===== config.mk =====
export PLATFORM = sky130hd
export DESIGN_NAME = internal_wakeup_flag_register
export DESIGN_NICKNAME = d
export VERILOG_FILES = /design/src/common/wakeup_flags_pkg.sv /design/src/hw/wakeup_flag_cell.sv /design/src/hw/internal_wakeup_flag_register.sv
export VERILOG_INCLUDE_DIRS = /design/src /design/src/common
export SDC_FILE = /design/constraint.sdc
export NUM_CORES = 1
export LEC_CHECK = 0
export ABC_AREA = 1
export CAP_MARGIN = 20
export CORE_MARGIN = 2
export CORE_UTILIZATION = 50
export DETAILED_ROUTE_END_ITERATION = 6
export DONT_BUFFER_PORTS = 1
export GPL_ROUTABILITY_DRIVEN = 0
export GPL_TIMING_DRIVEN = 0
export PLACE_DENSITY = 0.73
export SLEW_MARGIN = 10
export SYNTH_ARGS = -nofsm -noshare
export SYNTH_HDL_FRONTEND = slang
export SYNTH_SLANG_ARGS = --single-unit
export TNS_END_PERCENT = 1

===== constraint.sdc =====
create_clock -name i_ref_clk -period 0.9 [get_ports i_ref_clk]
set_input_delay 0.09 -clock i_ref_clk [delete_from_list [all_inputs] [get_ports i_ref_clk]]
set_output_delay 0.09 -clock i_ref_clk [all_outputs]
set_load 0.01 [all_outputs]

===== src/common/wakeup_flags_cfg.svh =====
// constants for the internal module wakeup flag register block
`ifndef WAKEUP_FLAGS_CFG_SVH
`define WAKEUP_FLAGS_CFG_SVH
// =====================================================================
// register map
`define FLAGS_OFFSET     8'h07
`define ENABLE_OFFSET    8'h04
`define MODE_OFFSET      8'h05
// =====================================================================
// reset values
`define FLAGS_RESET      8'h00
`define ENABLE_RESET     8'h00
`define MODE_RESET       2'h0
`define RDATA_RESET      8'h00
// =====================================================================
// field positions and module count
`define MODE_DEEP_BIT    0
`define MODE_STOP_BIT    1
`define NUM_MODULES      8
`endif


===== src/common/wakeup_flags_pkg.sv =====
// types for the internal module wakeup flag register block
package wakeup_flags_pkg;
   typedef enum logic [1:0] {
      PH_RUN,
      PH_STOP,
      PH_EXIT
   } power_phase_e;
   typedef logic [7:0] byte_t;
endpackage


===== src/hw/wakeup_flag_cell.sv =====
// one module wakeup flag: captured cause mirrored from the peripheral flag
`timescale 1ns/1ns
module wakeup_flag_cell (
   input  wire logic i_ref_clk,
   input  wire logic i_rstn,
   input  wire logic i_enable,
   input  wire logic i_capture,
   input  wire logic i_periph_flag,
   output logic      o_flag
);
   typedef struct packed {
      logic flag;
   } cell_s;
   cell_s state_reg;
   cell_s state_next;

   // =====================================================================
   // next state
   always_comb begin
      state_next = state_reg;
      // set only by an enabled module that caused the exit [RL5] [RL7]
      if (i_capture && i_enable && i_periph_flag) begin
         state_next.flag = 1'b1;
      end else if (!i_periph_flag) begin
         // outside reset, falls only when the peripheral clears its own flag [RL4]
         state_next.flag = 1'b0;
      end
   end

   always_ff @(posedge i_ref_clk or negedge i_rstn) begin
      if (!i_rstn) begin
         state_reg <= '0;
      end else begin
         state_reg <= state_next;
      end
   end

   assign o_flag = state_reg.flag;

   property p_clear_follows;
      @(posedge i_ref_clk) disable iff (!i_rstn)
      !i_periph_flag |=> !o_flag;
   endproperty
   a_clear_follows: assert property (p_clear_follows) // [RL4]
      else $error("flag did not follow peripheral clear");

   property p_no_set_when_disabled;
      @(posedge i_ref_clk) disable iff (!i_rstn)
      !o_flag && !i_enable |=> !o_flag;
   endproperty
   a_no_set_when_disabled: assert property (p_no_set_when_disabled) // [RL7]
      else $error("disabled module set its flag");
endmodule // wakeup_flag_cell


===== src/hw/internal_wakeup_flag_register.sv =====
// register bank holding the internal module wakeup flags and their enables
//
// Functional notes
// RL1: eight flags in bits 7..0, one reads 1 when its module caused the exit.
// RL2: shallow stop flags interrupt source; deep stop flags reset-flow source.
// RL3: each flag is a direct view of its peripheral's own wakeup flag; here a registered copy, set only at the stop exit capture.
// RL4: writing 1 does not clear; flag falls when the peripheral clears it.
// RL5: flag sets only if module was enabled and actually caused the exit.
// RL6: cleared only by the chip reset excluding deep stop; kept otherwise.
// RL7: a module wakes the chip only when its wakeup enable bit is set.
//
// Local design decision: the strobed register port.
`timescale 1ns/1ns
`include "wakeup_flags_cfg.svh"
module internal_wakeup_flag_register
   import wakeup_flags_pkg::*;
#(
   parameter int NUM_MODULES = `NUM_MODULES
) (
   input  wire logic       i_ref_clk,
   input  wire logic       i_rstn,
   input  wire logic [7:0] i_addr,
   input  wire logic [7:0] i_wdata,
   input  wire logic       i_wr,
   input  wire logic       i_rd,
   input  wire logic [7:0] i_periph_flag,
   input  wire logic       i_stop_entry,
   input  wire logic       i_deep_stop,
   input  wire logic       i_wake_exit,
   output logic [7:0]      o_rdata,
   output logic            o_wake_irq,
   output logic            o_wake_reset
);
   // the flag byte and its bit map are fixed at eight modules
   if (NUM_MODULES != 8) begin : g_bad_count
      $error("only eight wakeup modules supported");
   end

   typedef struct packed {
      byte_t        enable;
      logic [1:0]   mode;
      power_phase_e phase;
      byte_t        rdata;
      logic         irq;
      logic         rst;
   } bank_s;
   bank_s state_reg;
   bank_s state_next;
   logic [7:0] flags;
   logic       capture;

   // capture the cause only at the moment the stop mode is left
   assign capture = (state_reg.phase == PH_STOP) && i_wake_exit;

   // =====================================================================
   // per-module flags
   genvar g;
   generate
      for (g = 0; g < NUM_MODULES; g++) begin : g_flag
         wakeup_flag_cell u_cell (
            .i_ref_clk     (i_ref_clk),
            .i_rstn        (i_rstn),
            .i_enable      (state_reg.enable[g]),
            .i_capture     (capture),
            .i_periph_flag (i_periph_flag[g]),
            .o_flag        (flags[g])
         ); // [RL1] [RL3]

         property p_set_cause;
            @(posedge i_ref_clk) disable iff (!i_rstn)
            $rose(flags[g]) |-> $past(capture && state_reg.enable[g] && i_periph_flag[g]);
         endproperty
         a_set_cause: assert property (p_set_cause) // [RL5]
            else $error("flag set without enabled exit");

         property p_flag_kept;
            @(posedge i_ref_clk) disable iff (!i_rstn)
            flags[g] && i_periph_flag[g] |=> flags[g];
         endproperty
         a_flag_kept: assert property (p_flag_kept) // [RL4]
            else $error("flag fell while peripheral flag held");

         property p_disabled_bit;
            @(posedge i_ref_clk) disable iff (!i_rstn)
            !state_reg.enable[g] && !flags[g] |=> !flags[g];
         endproperty
         a_disabled_bit: assert property (p_disabled_bit) // [RL7]
            else $error("disabled module raised its flag");
      end
   endgenerate

   // =====================================================================
   // next state
   always_comb begin
      state_next     = state_reg;
      state_next.irq = 1'b0;
      state_next.rst = 1'b0;
      state_next.rdata = `RDATA_RESET;
      if (i_wr && i_addr == `ENABLE_OFFSET) begin
         state_next.enable = i_wdata;
      end
      // writes to the flag offset are ignored on purpose [RL4]
      if (i_rd) begin
         case (i_addr)
            `FLAGS_OFFSET:  state_next.rdata = flags; // [RL1]
            `ENABLE_OFFSET: state_next.rdata = state_reg.enable;
            `MODE_OFFSET:   state_next.rdata = {6'h00, state_reg.mode};
            default:        state_next.rdata = `RDATA_RESET;
         endcase
      end
      case (state_reg.phase)
         PH_RUN: begin
            if (i_stop_entry) begin
               state_next.phase = PH_STOP;
               state_next.mode  = {1'b1, i_deep_stop};
            end
         end
         PH_STOP: begin
            if (i_wake_exit) begin
               state_next.phase = PH_EXIT;
               // shallow stop resumes by interrupt, deep stop by reset [RL2]
               if (state_reg.mode[`MODE_DEEP_BIT]) begin
                  state_next.rst = |(i_periph_flag & state_reg.enable);
               end else begin
                  state_next.irq = |(i_periph_flag & state_reg.enable);
               end
            end
         end
         PH_EXIT: begin
            state_next.phase = PH_RUN;
            state_next.mode[`MODE_STOP_BIT] = 1'b0;
         end
         default: state_next.phase = PH_RUN;
      endcase
   end

   // i_rstn is the chip reset excluding deep stop; other resets never reach here
   always_ff @(posedge i_ref_clk or negedge i_rstn) begin
      if (!i_rstn) begin
         state_reg <= '{enable: `ENABLE_RESET, mode: `MODE_RESET, phase: PH_RUN,
                        rdata: `RDATA_RESET, irq: 1'b0, rst: 1'b0}; // [RL6]
      end else begin
         state_reg <= state_next;
      end
   end

   assign o_rdata      = state_reg.rdata;
   assign o_wake_irq   = state_reg.irq;
   assign o_wake_reset = state_reg.rst;

   // =====================================================================
   // checks
   property p_read_flags;
      @(posedge i_ref_clk) disable iff (!i_rstn)
      i_rd && i_addr == `FLAGS_OFFSET |=> o_rdata == $past(flags);
   endproperty
   a_read_flags: assert property (p_read_flags) // [RL1]
      else $error("flag read data wrong");

   property p_mirror;
      @(posedge i_ref_clk) disable iff (!i_rstn)
      1'b1 |-> (flags & ~i_periph_flag & ~$past(i_periph_flag)) == 8'h00;
   endproperty
   a_mirror: assert property (p_mirror) // [RL3]
      else $error("flag set while peripheral flag clear");

   property p_write_no_clear;
      @(posedge i_ref_clk) disable iff (!i_rstn)
      i_wr && i_addr == `FLAGS_OFFSET && !capture && flags != 8'h00
         && (i_periph_flag & flags) == flags |=> (flags & $past(flags)) == $past(flags);
   endproperty
   a_write_no_clear: assert property (p_write_no_clear) // [RL4]
      else $error("write cleared a flag");

   property p_no_flag_without_exit;
      @(posedge i_ref_clk) disable iff (!i_rstn)
      !capture |=> (flags & ~$past(flags)) == 8'h00;
   endproperty
   a_no_flag_without_exit: assert property (p_no_flag_without_exit) // [RL5]
      else $error("flag rose outside a stop exit");

   property p_irq_shallow;
      @(posedge i_ref_clk) disable iff (!i_rstn)
      o_wake_irq |-> !$past(state_reg.mode[`MODE_DEEP_BIT]) && !o_wake_reset;
   endproperty
   a_irq_shallow: assert property (p_irq_shallow) // [RL2]
      else $error("interrupt flow from deep stop");

   property p_reset_deep;
      @(posedge i_ref_clk) disable iff (!i_rstn)
      o_wake_reset |-> $past(state_reg.mode[`MODE_DEEP_BIT]);
   endproperty
   a_reset_deep: assert property (p_reset_deep) // [RL2]
      else $error("reset flow from shallow stop");

   property p_disabled_quiet;
      @(posedge i_ref_clk) disable iff (!i_rstn)
      state_reg.enable == 8'h00 && flags == 8'h00 |=> flags == 8'h00;
   endproperty
   a_disabled_quiet: assert property (p_disabled_quiet) // [RL7]
      else $error("flag set with all enables clear");

   property p_reset_zero;
      @(posedge i_ref_clk)
      $rose(i_rstn) |-> flags == 8'h00 && state_reg.enable == 8'h00;
   endproperty
   a_reset_zero: assert property (p_reset_zero) // [RL6]
      else $error("not zero after reset");

   // =====================================================================
   // read path and enable register write checks
   property p_rdata_idle;
      @(posedge i_ref_clk) disable iff (!i_rstn)
      !i_rd |=> o_rdata == `RDATA_RESET;
   endproperty
   a_rdata_idle: assert property (p_rdata_idle) // [RL1]
      else $error("read data did not return to zero");

   property p_read_enable;
      @(posedge i_ref_clk) disable iff (!i_rstn)
      i_rd && i_addr == `ENABLE_OFFSET |=> o_rdata == $past(state_reg.enable);
   endproperty
   a_read_enable: assert property (p_read_enable) // [RL7]
      else $error("enable read data wrong");

   property p_read_mode;
      @(posedge i_ref_clk) disable iff (!i_rstn)
      i_rd && i_addr == `MODE_OFFSET |=> o_rdata == {6'h00, $past(state_reg.mode)};
   endproperty
   a_read_mode: assert property (p_read_mode) // [RL2]
      else $error("mode read data wrong");

   property p_read_unmapped;
      @(posedge i_ref_clk) disable iff (!i_rstn)
      i_rd && i_addr != `FLAGS_OFFSET && i_addr != `ENABLE_OFFSET
         && i_addr != `MODE_OFFSET |=> o_rdata == `RDATA_RESET;
   endproperty
   a_read_unmapped: assert property (p_read_unmapped) // [RL1]
      else $error("unmapped read not zero");

   property p_enable_write;
      @(posedge i_ref_clk) disable iff (!i_rstn)
      i_wr && i_addr == `ENABLE_OFFSET |=> state_reg.enable == $past(i_wdata);
   endproperty
   a_enable_write: assert property (p_enable_write) // [RL7]
      else $error("enable write lost");

   property p_enable_hold;
      @(posedge i_ref_clk) disable iff (!i_rstn)
      !(i_wr && i_addr == `ENABLE_OFFSET) |=> $stable(state_reg.enable);
   endproperty
   a_enable_hold: assert property (p_enable_hold) // [RL7]
      else $error("enable changed without a write");

   // =====================================================================
   // power phase checks
   // a flow pulse longer than one cycle would start the wake handling twice
   property p_irq_pulse;
      @(posedge i_ref_clk) disable iff (!i_rstn)
      o_wake_irq |=> !o_wake_irq;
   endproperty
   a_irq_pulse: assert property (p_irq_pulse) // [RL2]
      else $error("interrupt flow pulse too long");

   property p_reset_pulse;
      @(posedge i_ref_clk) disable iff (!i_rstn)
      o_wake_reset |=> !o_wake_reset;
   endproperty
   a_reset_pulse: assert property (p_reset_pulse) // [RL2]
      else $error("reset flow pulse too long");

   property p_one_flow;
      @(posedge i_ref_clk) disable iff (!i_rstn)
      capture && (i_periph_flag & state_reg.enable) != 8'h00
         |=> o_wake_irq != o_wake_reset;
   endproperty
   a_one_flow: assert property (p_one_flow) // [RL2]
      else $error("enabled wake did not start exactly one flow");

   property p_flow_needs_exit;
      @(posedge i_ref_clk) disable iff (!i_rstn)
      o_wake_irq || o_wake_reset |-> $past(capture);
   endproperty
   a_flow_needs_exit: assert property (p_flow_needs_exit) // [RL5]
      else $error("wake flow without a stop exit");

   property p_mode_on_entry;
      @(posedge i_ref_clk) disable iff (!i_rstn)
      state_reg.phase == PH_RUN && i_stop_entry
         |=> state_reg.phase == PH_STOP && state_reg.mode == {1'b1, $past(i_deep_stop)};
   endproperty
   a_mode_on_entry: assert property (p_mode_on_entry) // [RL2]
      else $error("stop depth not taken on entry");

   property p_stop_hold;
      @(posedge i_ref_clk) disable iff (!i_rstn)
      state_reg.phase == PH_STOP && !i_wake_exit
         |=> state_reg.phase == PH_STOP && $stable(state_reg.mode);
   endproperty
   a_stop_hold: assert property (p_stop_hold) // [RL2]
      else $error("stop left without an exit");

   property p_exit_to_run;
      @(posedge i_ref_clk) disable iff (!i_rstn)
      state_reg.phase == PH_EXIT
         |=> state_reg.phase == PH_RUN && !state_reg.mode[`MODE_STOP_BIT];
   endproperty
   a_exit_to_run: assert property (p_exit_to_run) // [RL2]
      else $error("exit did not return to run");

   property p_quiet_outside_stop;
      @(posedge i_ref_clk) disable iff (!i_rstn)
      state_reg.phase != PH_STOP |=> !o_wake_irq && !o_wake_reset;
   endproperty
   a_quiet_outside_stop: assert property (p_quiet_outside_stop) // [RL2]
      else $error("wake flow outside a stop exit");
endmodule // internal_wakeup_flag_register


### Word-level counts from Yosys, hierarchy flattened

Index checks and enable logic that the tools add are counted.
Widths: inputs -> output; s select.

* flip-flop bits (word level): 30
* input bits: 31

* equality and inequality tests: 15
* muxes and demuxes: 26
* reduce and logical (&&, ||, !) cells: 24
* bitwise operators: 1

Operators with widths (number)
* $eq 8x3->1 const B: 3
* $pmux 8 s3: 1
* $logic_and 1x1->1: 18
* $mux 1: 18
* $ne 2x1->1 const B: 8
* $and 8x8->8: 1
* $mux 8: 1
* $reduce_or 8->1: 1
* $mux 2: 3
* $reduce_and 2->1: 3
* $mux 4: 1
* $ne 2x2->1 const B: 2
* $pmux 2 s2: 1
* $eq 2x1->1 const B: 1
* $eq 2x2->1 const B: 1
* $logic_not 2->1: 1
* $pmux 1 s2: 1
* $reduce_bool 2->1: 1

### Logic depth before layout (Yosys ltp)

* depth in word-level cells: 5
* gate-level depth with buffers: 8
* mapped depth without buffers: 7

### Cells and area by module

A second synthesis with hierarchy kept.

* cells, all modules: 176
* area total of the unflattened synthesis: 1497.7 um^2

Modules (own cells, without submodules)
* internal_wakeup_flag_register: sequential area each 550.5 um^2, area each 1137.3 um^2, cells an instance 136, times used 1
* wakeup_flag_cell: sequential area each 25.0 um^2, area each 45.0 um^2, cells an instance 5, times used 8

### Worst setup path after synthesis

No wires, ideal clock.

* path type: register to register
* start point: reg state_reg[11] (netlist name)
* end point: reg g_flag[7].u_cell.state_reg
* data arrival time: 0.890 ns
* path slack: -0.074 ns
* buffers on the path: 0
* cell stages (with the launch flop): 6
* data required time: 0.816 ns
* clock period less this slack: 0.974 ns
* cell sequence: dfrtp_1 -> inv_1 -> nand2_1 -> nor2_2 -> nand2_1 -> a21boi_0

* word-level cells in the longest chain between the ends: 5
* elaborated cells between the ends (all ways): 6

RTL lines
* from (decl): line internal_wakeup_flag_register.sv:47 `bank_s state_reg;`
* from (signal assigned): line internal_wakeup_flag_register.sv:140 `` state_reg <= '{enable: `ENABLE_RESET, mode: `MODE_RESET, phase: PH_RUN, ``
* from (signal assigned): line internal_wakeup_flag_register.sv:143 `state_reg <= state_next;`
* $eq 2x1->1 (*): line internal_wakeup_flag_register.sv:53 `assign capture = (state_reg.phase == PH_STOP) && i_wake_exit;`
* $logic_and 1x1->1 (*): line internal_wakeup_flag_register.sv:53
* $logic_and 1x1->1 (*) (2 in series): line wakeup_flag_cell.sv:22 `if (i_capture && i_enable && i_periph_flag) begin`
* $ne 2x1->1 (no line) / $mux 1 (equally long branches)
* to (signal assigned): line wakeup_flag_cell.sv:34 `state_reg <= state_next;`
* to (decl): line wakeup_flag_cell.sv:14 `cell_s state_reg;`

Mark *: on every way between the ends. The rest lies on a longest branch, timed or not.
A chain may end at the register's enable or synchronous reset.

### Worst setup path in the final report

* start point: reg state_reg[11] (netlist name)
* end point: reg g_flag[4].u_cell.state_reg

* word-level cells in the longest chain between the ends: 5
* elaborated cells between the ends (all ways): 6

RTL lines (line)
* $eq 2x1->1 (*): internal_wakeup_flag_register.sv:53
* $logic_and 1x1->1 (*): internal_wakeup_flag_register.sv:53
* $logic_and 1x1->1 (*) (2 in series): wakeup_flag_cell.sv:22
* $ne 2x1->1 (no line) / $mux 1 (equally long branches)
* to (signal assigned): wakeup_flag_cell.sv:34
* to (decl): wakeup_flag_cell.sv:14

Marked as above.

==> results.json <==
{
  "grt_antenna_before_repair": 0,
  "cts-root-to-sink-buffers": 2,
  "violations": "setup timing",
  "final_layout_size_suffix_gt1_share_pct": 23.5,
  "port_buffers": 0,
  "drv_slew": 0,
  "final-instance-count-excl-fill": 235,
  "floorplan.die_area_um2": 3410,
  "final_hold_viol_count": 0,
  "layout_worst_path_cycle_share_pct": 114,
  "multi_input_area_um2": 543,
  "slowest_stage_delay_on_critical_path_ns": 0.39,
  "place_hpwl_um": 2100,
  "leakagePower_nw": 0.938,
  "std_cell_rows": 19,
  "clk_root_buffer_cell": "sky130_fd_sc_hd__clkbuf_4",
  "syn_area_per_cell_um2": 8.61,
  "finalCriticalPeriod_ns": 1.03,
  "worst_ir_drop_vdd_mv": 1.25,
  "power_mw": 2.93,
  "numClockSinks": 30,
  "route.detailed.vias_per_inst": 5.02,
  "postSynthCellCount": 172,
  "final-seq-area_um2": 751,
  "synth_seq_area_share_pct": 50.7,
  "layout_setup_ws_ns": -0.128,
  "placed_cells": 203,
  "crit_path_top_delay_cell": "sky130_fd_sc_hd__dfrtp_1",
  "timing.setup.critical_path_class": "reg2reg",
  "post_dp_cell_area_um2": 1530,
  "cts.htree.levels": 2,
  "clock_insertion_delay_worst_skew_ns": 0.32,
  "grt_first_pass_wirelength_um": 5450,
  "critPathTopFamily": "flip-flops",
  "cts_tree": "yes",
  "rsz0062_at_grt": "true",
  "fp.coreArea_um2": 2780,
  "synth_nets": 203,
  "cp.required_ns": 1.15,
  "synth_warnings": 0,
  "ys_seq_elements": 30,
  "gr-usage-all-layers_pct": 21.2,
  "min_path_type": "in2reg",
  "die_boundary_width_um": 58.4,
  "area_growth_pct": 27.1,
  "post-place-ws_ns": -0.135,
  "cp_cell_sequence": "inv_2, nand2_4, nor2_4, nand2_1, a21oi_2",
  "wl_um": 2980,
  "worstMarginPinSlew_ns": 0.242,
  "die_h_um": 58.4,
  "drtPass1Iterations": 4,
  "crit_path_end_kind": "flip-flop",
  "wirelength_per_cell_um": 12.7,
  "cp-start-kind": "flip-flop",
  "initial_core_util_pct": 53.3,
  "drc_errors": 0,
  "timing.max_cap.violations": 0,
  "num_antenna_cells": 0,
  "synthArstFlopShare_pct": 100,
  "synth-edff-count": 0,
  "max_freq_mhz": 972,
  "dr_iter_0_viols": 25,
  "post_synthesis_instance_area_um2": 1480,
  "timing.max_slew.rel_slack_pct": 83.7,
  "clock-skew-final_ns": 0.00362,
  "timing.final.setup_violations": 17,
  "status": "finished, violations left",
  "maximum_number_of_pins_on_one_net_before_global_route_repair": 31,
  "first_global_vias": 1287,
  "cp_num_buf_inv": 1,
  "largest_register_ffs": 12,
  "num_cts_buffers": 5,
  "most_frequently_used_flop_master_after_synthesis": "sky130_fd_sc_hd__dfrtp_1",
  "via_count": 1179,
  "ant_nets": 0,
  "final_nets": 234,
  "p_per_area_nw_per_um2": 1560,
  "cts.reportedPaths.clkPinSlew_ns": 0.09,
  "ios": 41,
  "hold_ws_ns": 0.0612,
  "finish.instance_area_um2": 1880,
  "worstPathMaxFanout": 7,
  "fillerInstances": 213,
  "gr-total-overflow": 0,
  "critical_path_arrival_ns": 1.28,
  "synthDistinctLibCells": 21
}
[Yosys cell counts (2+ instances only)]
cell | n | share of area, %
sky130_fd_sc_hd__nand3_1 | 12 | 4.1
sky130_fd_sc_hd__o21ai_2 | 2 | 1.2
sky130_fd_sc_hd__inv_1 | 30 | 7.6
sky130_fd_sc_hd__nand2_1 | 28 | 7.1
sky130_fd_sc_hd__nor2_1 | 13 | 3.3
sky130_fd_sc_hd__nand2_2 | 6 | 2.5
sky130_fd_sc_hd__nor3_1 | 3 | 1.0
sky130_fd_sc_hd__o21ai_0 | 8 | 2.7
sky130_fd_sc_hd__a21oi_1 | 9 | 3.0
sky130_fd_sc_hd__inv_2 | 4 | 1.0
sky130_fd_sc_hd__dfrtp_1 | 30 | 51
sky130_fd_sc_hd__buf_4 | 9 | 4.6
sky130_fd_sc_hd__o21a_1 | 3 | 1.5
sky130_fd_sc_hd__nor2_4 | 3 | 2.3
sky130_fd_sc_hd__o21ai_1 | 6 | 2.0
[placed cells by master (no fill, tap or decap), drive strengths merged]
master	instances
dlygate4sd3	21
clkinv	1
nor3	3
nand3	12
inv	34
a21oi	9
dfrtp	30
buf	13
nand2	35
o2111ai	1
clkbuf	7
o21ai	16
o21a	3
nor2	18
a21boi	1
[report_power, final]
part / switching, mW / internal (mW)
logic: 0.290 / 0.221
registers: 0.116 / 1.50
clock network: 0.431 / 0.378
[stage by stage]
| stage | setup TNS, ns | utilization (%) |
|---|---|---|
| 3_5_place_dp | -1.16 | 55.1 |
| 4_1_cts | -0.813 | 67.4 |
| 2_1_floorplan | 0 | - |
| 5_1_grt | -2.13 | 67.7 |
| 6_report | -0.936 | 67.7 |
| 3_3_place_gp | -0.638 | 55.1 |
[final timing paths]
| kind | startpoint | to | slack [ns] | cells after the start |
|---|---|---|---|---|
| max | state_reg[11] | g_flag[4].u_cell.o_flag | -0.13 | 5 |
| min | i_addr[0] | o_rdata[6] | 0.06 | 2 |
| max reg2reg | state_reg[11] | g_flag[4].u_cell.o_flag | -0.13 | 5 |
| min reg2reg | state_reg[12] | o_wake_irq | 0.47 | 1 |
| max in group asynchronous | i_rstn | g_flag[5].u_cell.o_flag | 0.54 | 2 |
| min in group asynchronous | i_rstn | state_reg[10] | 0.20 | 2 |
[kinds of logic (layout without fill, tap and decap cells)]
| kind of cell | Yosys count | count (layout) | synth area share [%] |
|---|---|---|---|
| AOI/OAI and AO/OA | 30 | 30 | 12.0 |
| and+or+nand+nor | 68 | 68 | 22.8 |
| buffers and inverters | 44 | 76 | 14.5 |
| DFF | 30 | 30 | 50.7 |
[area by class of cell]
type | count | share of cell area [%]
inverter | 34 | 6.78
clock buffer | 7 | 2.92
clock inverter | 1 | 0.266
buffer | 10 | 6.25
sequential | 30 | 39.9
multi-input combinational | 98 | 28.8
timing repair buffer | 24 | 13.0
tap | 31 | 2.06
[metal layers]
metal / routed length, µm / part of all wire, % / GRT usage [%] / up-vias
met5: 0 / 0 / 0 / -
met4: 30 / 1.0 / 6.31 / 0
met3: 211 / 7.1 / 7.03 / 4
met2: 1460 / 49 / 35.6 / 43
met1: 1280 / 43 / 25.9 / 541
li1: - / - / - / 591
[repair_timing]
action                     CTS  global route
buffers inserted             2             0
setup endpoints to repair   16            24
resized for setup           15             4
hold endpoints to repair    57             0
pin swaps                    4             0
hold buffers                22             0
Power figures use the tool's default switching activity.
